### src/include/ecp_regs_map.svh
// register offsets, field positions, reset values and timing counts of the parallel port block
`ifndef ECP_REGS_MAP_SVH
`define ECP_REGS_MAP_SVH
`define OFS_PIN_DATA 11'h000
`define OFS_STATUS 11'h001
`define OFS_CONTROL 11'h002
`define OFS_FIFO 11'h400
`define OFS_MODE_CTL 11'h402
`define OFS_INDEX 11'h403
`define OFS_IDATA 11'h404
`define IDX_CTL_ZERO 3'h0
`define IDX_CTL_TWO 3'h2
`define IDX_CTL_FOUR 3'h4
`define IDX_PORT_CFG 3'h5
`define CFG_GATE_BIT 4
`define CTL_RESET 6'h00
`define MODE_RESET 8'h15
`define CFGA_LOW 3'h4
`define CFGA_HIGH 4'h1
`define TIMEOUT_NS 10000
`define CLK_NS 40
`define TIMEOUT_CYC ((`TIMEOUT_NS + `CLK_NS - 1) / `CLK_NS)
`endif

### src/include/ecp_pkg.sv
// types shared by the parallel port block
package ecp_pkg;
  typedef enum logic [2:0] {
    mode_std = 3'b000, mode_bidir = 3'b001, mode_compat = 3'b010, mode_ext = 3'b011,
    mode_epp = 3'b100, mode_test = 3'b110, mode_cfg = 3'b111
  } mode_t;
  typedef struct packed {
    logic cmd;
    logic [7:0] data;
  } fifo_word_t;
  typedef struct packed {
    logic busy;
    logic ack_n;
    logic paper_out_in;
    logic selected_in;
    logic fault_n;
  } link_status_t;
  typedef enum logic [1:0] {rev_idle = 2'b00, rev_wait = 2'b01, rev_take = 2'b11} rev_state_t;
endpackage

### src/logic/ecp_fifo.sv
// synchronous fifo with valid and ready on both sides
module ecp_fifo #(
  parameter int WIDTH = 9,
  parameter int DEPTH = 16
) (
  input wire logic mclk,
  input wire logic rst_n,
  input wire logic flush,
  input wire logic in_valid,
  output logic in_ready,
  input wire logic [WIDTH-1:0] in_data,
  output logic out_valid,
  input wire logic out_ready,
  output logic [WIDTH-1:0] out_data
);
  localparam int AW = $clog2(DEPTH);
  logic [WIDTH-1:0] mem_r [DEPTH];
  logic [AW-1:0] wp_r, rp_r;
  logic [AW:0] cnt_r;
  logic push, pop;
  // refused accesses leave pointers and flags untouched
  assign push = in_valid && in_ready;
  assign pop = out_valid && out_ready;
  assign in_ready = cnt_r != (AW+1)'(DEPTH);
  assign out_valid = cnt_r != '0;
  assign out_data = mem_r[rp_r];
  // storage
  always_ff @(posedge mclk) begin
    if (push) begin
      mem_r[wp_r] <= in_data;
    end
  end
  // pointers and fill count
  always_ff @(posedge mclk) begin
    if (!rst_n || flush) begin
      wp_r <= '0;
      rp_r <= '0;
      cnt_r <= '0;
    end else begin
      if (push) begin
        wp_r <= (wp_r == AW'(DEPTH-1)) ? '0 : wp_r + 1'b1;
      end
      if (pop) begin
        rp_r <= (rp_r == AW'(DEPTH-1)) ? '0 : rp_r + 1'b1;
      end
      cnt_r <= cnt_r + (AW+1)'(push) - (AW+1)'(pop);
    end
  end
endmodule

### src/logic/ecp_port.sv
// register, fifo and pin logic of an extended-capabilities parallel port
// What this block does
// - index and data registers reach four indirect registers, port config at five
// - indirect registers reachable only when config gate set and base bit set
// - pin data reads in modes 000/001 return live data line levels
// - mode 011 forward: command port write pushes byte tagged command
// - status bit 0 is timeout only in epp mode, else 1; writes ignored
// - timeout clears on epp entry, sets on 10 us timeout, clears on read
// - status bits 2,1 read 1; bits 3..6 mirror fault, select, paper, ack
// - status bit 7 is inverse of busy
// - control reads return stored contents, not pin levels
// - control bit 0 drives strobe inverted; hardware may strobe in 010/011
// - control bit 1 drives auto feed inverted; hardware adds handshake in 011
// - control bit 2 drives init non-inverted
// - control bit 4 gates ack interrupt, pin never floated
// - control bit 5 is direction, forced forward in modes 000 and 010
// - control bits 7,6 always read 1
// - mode 010: fifo port write pushes data; reads undefined, no effect
// - mode 011 backward: hardware fills fifo, host reads pop
// - mode 011 forward: fifo port write pushes data; reads no effect
// - mode 110: test fifo push and pop without link cycles
// - test mode overflow and underflow ignored; pops always from head
// - mode 111 config readback: 100 low, 0001 high, bit 3 port config bit 7
// - all fifo locations share one fifo chosen by offset and mode
// - mode control bits 7..5 select the operating mode
// - full writes and empty reads ignored, flags unchanged
`include "ecp_regs_map.svh"
module ecp_port #(
  parameter int FIFO_DEPTH = 16,
  parameter int TIMEOUT_CYCLES = `TIMEOUT_CYC
) (
  input wire logic mclk,
  input wire logic rst_n,
  input wire logic [10:0] addr,
  input wire logic wr_en,
  input wire logic rd_en,
  input wire logic [7:0] wdata,
  output logic [7:0] rdata,
  input wire logic cfg_gate_en,
  input wire logic base_bit_hit,
  input wire logic epp_cycle_busy,
  input wire ecp_pkg::link_status_t link_in,
  input wire logic [7:0] link_data_lines_i,
  output logic [7:0] link_data_lines_o,
  output logic link_data_lines_oe,
  output logic strobe_out_n,
  output logic auto_feed_out_n,
  output logic init_out_n,
  output logic select_in_out_n,
  output logic ack_irq_en,
  output logic fifo_cmd_out,
  output logic fifo_empty,
  output logic fifo_full
);
  import ecp_pkg::*;

  // ----------------------------------------
  // registers and decode
  // ----------------------------------------
  logic [5:0] ctl_r;
  logic [7:0] mode_ctl_r;
  logic [2:0] index_r;
  logic [7:0] ind_r [4];
  logic [7:0] pin_latch_r;
  logic timeout_r;
  logic hw_strobe_r, hw_feed_r;
  localparam int CNT_W = $clog2(TIMEOUT_CYCLES + 1);
  logic [CNT_W-1:0] to_cnt_r;
  rev_state_t rev_r;
  mode_t mode;
  logic dir, fifo_hit, ind_ok, ind_valid;
  logic [1:0] ind_sel;
  logic f_in_valid, f_in_ready, f_out_valid, f_out_ready;
  fifo_word_t f_in, f_out;
  logic push_cmd, push_data, host_pop, rev_push;
  logic [7:0] rd_nxt;

  assign mode = mode_t'(mode_ctl_r[7:5]);
  assign dir = (mode == mode_std || mode == mode_compat) ? 1'b0 : ctl_r[5];
  assign fifo_hit = addr == `OFS_FIFO;
  assign ind_ok = cfg_gate_en && base_bit_hit;
  // four indirect slots; odd gaps ignored
  always_comb begin
    ind_valid = 1'b1;
    ind_sel = 2'd0;
    unique case (index_r)
      `IDX_CTL_ZERO: ind_sel = 2'd0;
      `IDX_CTL_TWO: ind_sel = 2'd1;
      `IDX_CTL_FOUR: ind_sel = 2'd2;
      `IDX_PORT_CFG: ind_sel = 2'd3;
      default: ind_valid = 1'b0;
    endcase
  end

  // control and pin data latch; status writes fall through, ignored
  always_ff @(posedge mclk) begin
    if (!rst_n) begin
      ctl_r <= `CTL_RESET;
      pin_latch_r <= 8'h00;
    end else if (wr_en) begin
      if (addr == `OFS_CONTROL) begin
        ctl_r <= wdata[5:0];
      end
      if (addr == `OFS_PIN_DATA && (mode == mode_std || mode == mode_bidir)) begin
        pin_latch_r <= wdata;
      end
    end
  end

  // mode register, also holds the index
  always_ff @(posedge mclk) begin
    if (!rst_n) begin
      mode_ctl_r <= `MODE_RESET;
      index_r <= 3'h0;
    end else if (wr_en) begin
      if (addr == `OFS_MODE_CTL) begin
        mode_ctl_r <= {wdata[7:2], mode_ctl_r[1:0]};
      end
      if (addr == `OFS_INDEX && ind_ok) begin
        index_r <= wdata[2:0];
      end
    end
  end

  genvar gi;
  generate
    for (gi = 0; gi < 4; gi++) begin : g_ind
      always_ff @(posedge mclk) begin
        if (!rst_n) begin
          ind_r[gi] <= 8'h00;
        end else if (wr_en && addr == `OFS_IDATA && ind_ok && ind_valid && ind_sel == 2'(gi)) begin
          ind_r[gi] <= wdata;
        end
      end
    end
  endgenerate

  // ----------------------------------------
  // fifo access
  // ----------------------------------------
  // command push
  assign push_cmd = wr_en && addr == `OFS_PIN_DATA && mode == mode_ext && !dir;
  assign push_data = wr_en && fifo_hit &&
    (mode == mode_compat || (mode == mode_ext && !dir) || mode == mode_test);
  assign host_pop = rd_en && fifo_hit && ((mode == mode_ext && dir) || mode == mode_test);
  assign rev_push = rev_r == rev_take;
  always_comb begin
    f_in.cmd = push_cmd;
    f_in.data = rev_push ? link_data_lines_i : wdata;
  end
  assign f_in_valid = push_cmd || push_data || rev_push;
  // forward drain: link handshake pops one word per strobe pulse
  assign f_out_ready = host_pop || (hw_strobe_r && (mode == mode_compat || mode == mode_ext));

  ecp_fifo #(.WIDTH($bits(fifo_word_t)), .DEPTH(FIFO_DEPTH)) u_fifo (
    .mclk(mclk),
    .rst_n(rst_n),
    .flush(!(mode == mode_compat || mode == mode_ext || mode == mode_test)),
    .in_valid(f_in_valid),
    .in_ready(f_in_ready),
    .in_data(f_in),
    .out_valid(f_out_valid),
    .out_ready(f_out_ready),
    .out_data(f_out)
  );

  // ----------------------------------------
  // link handshake
  // ----------------------------------------
  // forward strobe pulse while data waits, not in test mode
  always_ff @(posedge mclk) begin
    if (!rst_n) begin
      hw_strobe_r <= 1'b0;
    end else begin
      hw_strobe_r <= !hw_strobe_r && f_out_valid && !dir && !link_in.busy &&
        (mode == mode_compat || mode == mode_ext);
    end
  end

  // reverse fill: ask, wait for ack low, take a byte
  always_ff @(posedge mclk) begin
    if (!rst_n || !(mode == mode_ext && dir)) begin
      rev_r <= rev_idle;
      hw_feed_r <= 1'b0;
    end else begin
      unique case (rev_r)
        rev_idle: if (f_in_ready && !host_pop) begin
          rev_r <= rev_wait;
          hw_feed_r <= 1'b1;
        end
        rev_wait: if (!link_in.ack_n) begin
          rev_r <= rev_take;
          hw_feed_r <= 1'b0;
        end
        rev_take: rev_r <= rev_idle;
      endcase
    end
  end

  always_ff @(posedge mclk) begin
    if (!rst_n || mode != mode_epp) begin
      to_cnt_r <= '0;
    end else if (epp_cycle_busy) begin
      to_cnt_r <= (to_cnt_r == CNT_W'(TIMEOUT_CYCLES)) ? to_cnt_r : to_cnt_r + 1'b1;
    end else begin
      to_cnt_r <= '0;
    end
  end
  always_ff @(posedge mclk) begin
    if (!rst_n || mode != mode_epp) begin
      timeout_r <= 1'b0;
    end else if (to_cnt_r == CNT_W'(TIMEOUT_CYCLES - 1) && epp_cycle_busy) begin
      timeout_r <= 1'b1;
    end else if (rd_en && addr == `OFS_STATUS) begin
      timeout_r <= 1'b0;
    end
  end

  // ----------------------------------------
  // read mux
  // ----------------------------------------
  always_comb begin
    rd_nxt = 8'h00;
    unique case (addr)
      `OFS_PIN_DATA: rd_nxt = link_data_lines_i;
      `OFS_STATUS: rd_nxt = {!link_in.busy, link_in.ack_n, link_in.paper_out_in, link_in.selected_in,
        link_in.fault_n, 2'b11, (mode == mode_epp) ? timeout_r : 1'b1};
      `OFS_CONTROL: rd_nxt = {2'b11, ctl_r};
      `OFS_FIFO: rd_nxt = (mode == mode_cfg) ? {`CFGA_HIGH, ind_r[3][7], `CFGA_LOW} : f_out.data;
      `OFS_MODE_CTL: rd_nxt = {mode_ctl_r[7:2], !f_in_ready, !f_out_valid};
      `OFS_INDEX: rd_nxt = {5'h00, index_r};
      `OFS_IDATA: rd_nxt = (ind_ok && ind_valid) ? ind_r[ind_sel] : 8'h00;
      default: rd_nxt = 8'h00;
    endcase
  end

  // registered outputs
  always_ff @(posedge mclk) begin
    if (!rst_n) begin
      rdata <= 8'h00;
      strobe_out_n <= 1'b1;
      auto_feed_out_n <= 1'b1;
      init_out_n <= 1'b0;
      select_in_out_n <= 1'b1;
      ack_irq_en <= 1'b0;
      link_data_lines_o <= 8'h00;
      link_data_lines_oe <= 1'b0;
      fifo_cmd_out <= 1'b0;
      fifo_empty <= 1'b1;
      fifo_full <= 1'b0;
    end else begin
      rdata <= rd_en ? rd_nxt : 8'h00;
      strobe_out_n <= !(ctl_r[0] || hw_strobe_r);
      auto_feed_out_n <= !(ctl_r[1] || (mode == mode_ext && hw_feed_r));
      init_out_n <= ctl_r[2];
      select_in_out_n <= !ctl_r[3];
      ack_irq_en <= ctl_r[4];
      link_data_lines_o <= (mode == mode_std || mode == mode_bidir) ? pin_latch_r : f_out.data;
      link_data_lines_oe <= !dir;
      fifo_cmd_out <= f_out.cmd && f_out_valid;
      fifo_empty <= !f_out_valid;
      fifo_full <= !f_in_ready;
    end
  end

  // ----------------------------------------
  // assertions
  // ----------------------------------------
  // fixed status ones
  property p_status_fixed;
    @(posedge mclk) disable iff (!rst_n) rd_en && addr == `OFS_STATUS |=> rdata[2:1] == 2'b11;
  endproperty
  a_status_fixed: assert property (p_status_fixed) else $error("status bits 2,1 not 1");
  property p_busy_inv;
    @(posedge mclk) disable iff (!rst_n) rd_en && addr == `OFS_STATUS |=> rdata[7] == !$past(link_in.busy);
  endproperty
  a_busy_inv: assert property (p_busy_inv) else $error("status bit 7 not inverse busy");
  property p_ctl_ones;
    @(posedge mclk) disable iff (!rst_n) rd_en && addr == `OFS_CONTROL |=> rdata[7:6] == 2'b11;
  endproperty
  a_ctl_ones: assert property (p_ctl_ones) else $error("control bits 7,6 not 1");
  property p_non_epp_one;
    @(posedge mclk) disable iff (!rst_n) rd_en && addr == `OFS_STATUS && mode != mode_epp |=> rdata[0];
  endproperty
  a_non_epp_one: assert property (p_non_epp_one) else $error("timeout bit not 1 outside epp");
  property p_init_follow;
    @(posedge mclk) disable iff (!rst_n) ##1 init_out_n == $past(ctl_r[2]);
  endproperty
  a_init_follow: assert property (p_init_follow) else $error("init does not follow bit 2");
  property p_dir_forced;
    @(posedge mclk) disable iff (!rst_n) mode == mode_std ##1 mode == mode_std |-> link_data_lines_oe;
  endproperty
  a_dir_forced: assert property (p_dir_forced) else $error("direction not forced forward");
  property p_cfga;
    @(posedge mclk) disable iff (!rst_n) rd_en && fifo_hit && mode == mode_cfg |=>
      rdata[7:4] == 4'h1 && rdata[2:0] == 3'h4;
  endproperty
  a_cfga: assert property (p_cfga) else $error("config readback wrong");
  // full stays full; uses the live count, the registered flag lags a pop by a cycle
  property p_full_hold;
    @(posedge mclk) disable iff (!rst_n) !f_in_ready && !f_out_ready && !u_fifo.flush |=>
      !f_in_ready && fifo_full;
  endproperty
  a_full_hold: assert property (p_full_hold) else $error("full write changed fifo");
  property p_back_no_push;
    @(posedge mclk) disable iff (!rst_n) wr_en && addr == `OFS_PIN_DATA && mode == mode_ext && dir |->
      (!f_in_valid || rev_push);
  endproperty
  a_back_no_push: assert property (p_back_no_push) else $error("backward command write pushed");
  c_cmd_push: cover property (@(posedge mclk) push_cmd);
  c_rev_fill: cover property (@(posedge mclk) rev_push);
  c_test_pop: cover property (@(posedge mclk) host_pop && mode == mode_test);
  c_timeout: cover property (@(posedge mclk) $rose(timeout_r));
endmodule

### config.mk
export PLATFORM = sky130hd
export DESIGN_NAME = ecp_port
export DESIGN_NICKNAME = d
export VERILOG_FILES = /design/src/include/ecp_pkg.sv /design/src/logic/ecp_fifo.sv /design/src/logic/ecp_port.sv
export VERILOG_INCLUDE_DIRS = /design/src /design/src/include
export SDC_FILE = /design/constraint.sdc
export NUM_CORES = 1
export LEC_CHECK = 0
export BUFFER_PORTS_ARGS = -buffer_cell sky130_fd_sc_hd__buf_2
export CAP_MARGIN = 20
export CORE_UTILIZATION = 45
export DETAILED_ROUTE_END_ITERATION = 8
export GPL_ROUTABILITY_DRIVEN = 0
export SKIP_LAST_GASP = 1
export SLEW_MARGIN = 20
export SYNTH_ARGS = -nofsm -noshare
export SYNTH_HDL_FRONTEND = slang
export SYNTH_HIERARCHICAL = 1
export SYNTH_SLANG_ARGS = --single-unit
### constraint.sdc
create_clock -name mclk -period 4.9 [get_ports mclk]
set_input_delay 0.98 -clock mclk [delete_from_list [all_inputs] [get_ports mclk]]
set_output_delay 0.98 -clock mclk [all_outputs]
set_load 0.02 [all_outputs]
== After elaboration in Yosys (flattened, before gate mapping) ==
Memory sizes are Yosys's and may differ from the RTL's. A register that Yosys moved wholly into a read port is not among the register bits.
Cells that the tools add are included.
Operators by class
  reduce and logical (&&, ||, !) cells: 76
  $add $sub $neg: 5
  muxes and demuxes: 40
  bitwise operators: 5
  equal/unequal tests: 28
Operators with widths (count)
  two-way mux 8 bit: 8
  one-hot mux 8 bit (7 select lines): 1
  == test 11 bit, second input constant: 4
  logical AND 1 bit: 32
  two-way mux 1 bit: 22
  == test 8 bit, second input constant: 2
  two-way mux 4 bit: 4
  == test 3 bit, second input constant: 5
  logical OR 1 bit: 15
  zero test 1 bit: 12
  one-hot mux 2 bit (3 select lines): 2
  AND reduction 2 bit: 6
  == test 11 x 1 -> 1 bit, second input constant: 1
  == test 11 x 2 -> 1 bit, second input constant: 1
  zero test 11 bit: 1
  == test 3 x 2 -> 1 bit, second input constant: 3
  adder 4 x 1 -> 4 bit, second input constant: 2
  adder 8 x 1 -> 8 bit, second input constant: 1
  == test 4 bit, second input constant: 2
  == test 2 bit, second input constant: 3
  zero test 3 bit: 2
  adder 5 x 1 -> 5 bit: 1
  != test 5 bit, second input constant: 1
  nonzero test 5 bit: 1
  other kinds (14): 22
Word-level totals
  logic and storage cells: 179
  flip-flop bits (word level): 74
  memories kept: 2
  output and inout port bits: 25
  memory bits (writable): 176
Memories
  u_fifo.mem_r: depth 16, width 9, read ports 1, clocked after Yosys merged registers in 1, write ports 1, line ecp_fifo.sv:17  | logic [WIDTH-1:0] mem_r [DEPTH];
  ind_r: depth 4, width 8, read ports 2, clocked after Yosys merged registers in 0, write ports 4, line ecp_port.sv:63  | logic [7:0] ind_r [4];

== Depth between registers and ports, before layout ==
  depth after elaboration: 13
  depth in mapped cells: 16

== Hierarchy ==
The synthesis kept the hierarchy.
Modules (own cells, without submodules)
  ecp_fifo: area each 6438.7 sq um, seq. area each 4664.5 sq um, instances 1, cells an instance 331
  ecp_port: area each 4613.2 sq um, seq. area each 2182.1 sq um, instances 1, cells an instance 478

== Worst setup path after synthesis ==
OpenSTA, ideal clock, no wires.
  path kind: in2reg
  start: input port addr[0]
  end: register u_fifo.cnt_r[4]
  stages: 15
  library setup time: 121 ps
  buffers on the path: 1
  data arrival time: 3823 ps
  required time: 4779 ps
  path slack: 957 ps
  path through: buf_2 > nor4_2 > and2b_1 > and4bb_2 > a211o_1 > nand2_1 > ha_1 > inv_1 > ha_1 > inv_1 > fa_1 > nand2b_1 > a21oi_1 > o21ai_0 > nor3b_1
RTL lines
  from (decl): line ecp_port.sv:34  | input wire logic [10:0] addr,
  to (signal assigned): line ecp_fifo.sv:46  | cnt_r <= cnt_r + (AW+1)'(push) - (AW+1)'(pop);
  to (decl): line ecp_fifo.sv:19  | logic [AW:0] cnt_r;

==> metrics.yaml <==
avgRoutedWirePerCell_um: 21.8
cp_max_fo: 18
netlist_area_um2: 11100
synth_top_family_by_area: "simple AND/OR/NAND/NOR gates"
grt_pass1_wl_um: 40200
slowest_delay_ps: 460
whs_ps: 420
clk_path_buf_depth: 3
nNetsFinal: 926
row_count: 56
rsz0062_at_grt: "no"
yosysTopAreaCell: "edfxtp_1"
yosysMostFrequentCell: "edfxtp_1"
fmax_ghz: 0.266
cts_root_buffer: "clkbuf_16"
placed_cells_incl_taps: 1162
seq_area_frac_synth_pct: 61.9
yosys.area_share.xor_xnor_pct: 1.03
netlist_top_cells_count: "edfxtp_1, dfxtp_1, nor2_1"
fin_crit_ps: 3750
p_sw_w: 0.000879
path_clk_slew_ps: 60
synthFlopType: "edfxtp_1"
crit_type: "in2reg"
timing_hold_violations_final: 0
peakVddDrop_v: 0.000279
ios: 64
finalCritPeriodShare_pct: 76.6
cts_tree: "yes"
viasPerCell: 5.67
htreeDepth: 1
crit_path_top_delay_cell: "nor4_2"
drc_errors: 0
post_cts.repair.setup_buffers: 0
grt_start_max_net_pins: 55
leakagePower_nw: 4.37
ant_nets: 0
async_reset_ff_share_pct: 0
ys_seq_elements: 254
worstMarginPinSlew_ps: 878
cts.repair.resized: 0
start_util_pct: 46.5
grt_pass1_vias: 6967
numCtsBuffers: 27
synth_compound_area_share_pct: 7.31
critPathLaunchType: "primary input"
n_antenna_cell: 0
grt_usage_pct: 20.9
status: "finished clean"
multi_input_area_um2: 3910
setup_violations: 0
syn-num-nets: 863
syn_avg_cell_area_um2: 13.7
power_frac_seq_pct: 52.6
clockPowerShare_pct: 44.8
hp-class: "reg2reg"
core_um2: 23800
synthAdderAreaFrac_pct: 1.77
die_w_um: 159
yosysUniqueCellTypes: 75
routed_wl_um: 26400
intPower_w: 0.00349
insertion_delay_ps: 540
critPathArrivalTime_ps: 4150
yosys.area_share.simple_pct: 13.7
seq_area_um2: 6850
maxCapViolations: 0
synth_cells: 809
slew_headroom_pct: 41.5
grt_antenna_before_repair: 0
die_h_um: 159
power_density_nw_per_um2: 350
crit_required_ps: 5300
fillCellCount: 1985
port_buffers: 63
cp-end-kind: "flop"
skew_ps: 8.84
area_delta_synth_final_pct: 12.8
postCtsHoldBufs: 0
vias: 6856
switching_share_pct: 20.1
drtIter0Drc: 466
final_cells: 1210
synthTopCellsByArea: "edfxtp_1, dfxtp_1, mux4_2, mux4_1, mux2i_1"
synth_top_cell_area_share_pct: 47.8
synth_edf_count: 176
path_cells: "buf_2 -> nor4_2 -> and2b_1 -> and4bb_2 -> a211o_1 -> nand2_1 -> ha_1 -> inv_1 -> ha_1 -> inv_1 -> fa_1 -> nand2b_1 -> a21oi_1 -> o21ai_0 -> nor3b_1"
die_area_um2: 25200
dp_hpwl_um: 18400
clock_sinks: 254
pwr-share-comb_pct: 2.6
drv_slew: 0
synthMuxAreaShare_pct: 11.5
yosysWarnings: 6
final_layout_size_suffix_gt1_share_pct: 17.3
fin_tns_setup_ps: 0
drt_pass1_iterations: 5
grt_overflow_total: 0
sequential cells by signal, summed over array words and instances, names as in the netlist, 2 cells and up, named ones only:
name / flops
index_r: 3
u_fifo/mem_r: 144
u_fifo/cnt_r: 5
u_fifo/wp_r: 4
mode_ctl_r: 6
u_fifo/rp_r: 4
rev_r: 2
pin_latch_r: 8
link_data_lines_o: 8
to_cnt_r: 8
ind_r: 32
ctl_r: 6
rdata: 8
cell usage in the layout, fill, tap and decap left out, drive strengths merged, types with 14 or more instances in the layout:
cell type    n
inv         21
a21oi       17
o21ai       33
nand2       55
mux4        36
ha          14
and2        50
nand3       20
edfxtp     176
clkbuf      31
dfxtp       78
nor2b       26
nor2        61
buf         72
mux2i       33
a22oi       20
routing by layer:
metal  track usage [%]  vias to the layer above  wire length, um
met5                 0                        -                0
met1              26.3                     3429            10700
met3              3.37                       49             1510
met4              7.46                        0              810
met2              36.3                      198            13300
li1                  -                     3180                -
kinds of logic (layout without fill, tap and decap cells):
family | count (synthesis) | count (layout)
simple gates | 271 | 271
flops | 254 | 254
compound gates | 122 | 122
mux | 76 | 76
buf+inv | 58 | 140
fa+ha+maj | 15 | 15
xor+xnor | 13 | 13
power by group through the flow:
stage | sequential, W | clock, W | combinational, W
after floorplan | 0.00234 | 0 | 0.0000511
after global placement | 0.00234 | 0 | 0.000109
after detailed placement | 0.00234 | 0 | 0.000111
after CTS | 0.00230 | 0.00200 | 0.000112
after global routing | 0.00230 | 0.00208 | 0.000119
final | 0.00230 | 0.00196 | 0.000112
stage by stage:
step / area, um^2 / setup WS [ps] / power (W) / util (%)
after CTS: 12500 / 1190 / 0.00441 / 52.5
after global placement: 11600 / 708 / 0.00245 / 48.9
final: 12500 / 1150 / 0.00437 / 52.5
after global routing: 12500 / 945 / 0.00450 / 52.5
after floorplan: 11100 / 957 / 0.00240 / -
after detailed placement: 11600 / 629 / 0.00246 / 48.9
cell type report:
| type | count | share of cell area (%) |
|---|---|---|
| flip-flops and latches | 254 | 54.9 |
| multi-input cells | 497 | 31.4 |
| clock buffers | 31 | 5.54 |
| well taps | 319 | 3.20 |
| repair buffers | 72 | 3.07 |
| clock inverters | 17 | 1.32 |
| inverters | 20 | 0.602 |
path summary, 6_finish.rpt:
check | from | end | slack (ps) | cells past startpoint
setup / recovery | addr[0] | u_fifo/cnt_r[4] | 1150 | 15
hold / removal | ctl_r[3] | select_in_out_n | 420 | 1
setup reg to reg | mode_ctl_r[7] | u_fifo/cnt_r[4] | 1380 | 13
hold reg to reg | ctl_r[3] | select_in_out_n | 420 | 1
critical path: cells and delay by family:
family	cells	cell delay, ps
and+or+nand+nor	6	1500
adders and majority gates	3	910
AOI/OAI and AO/OA	3	440
buffers and inverters	3	320
Note: power is estimated with default switching activity, not from simulation.
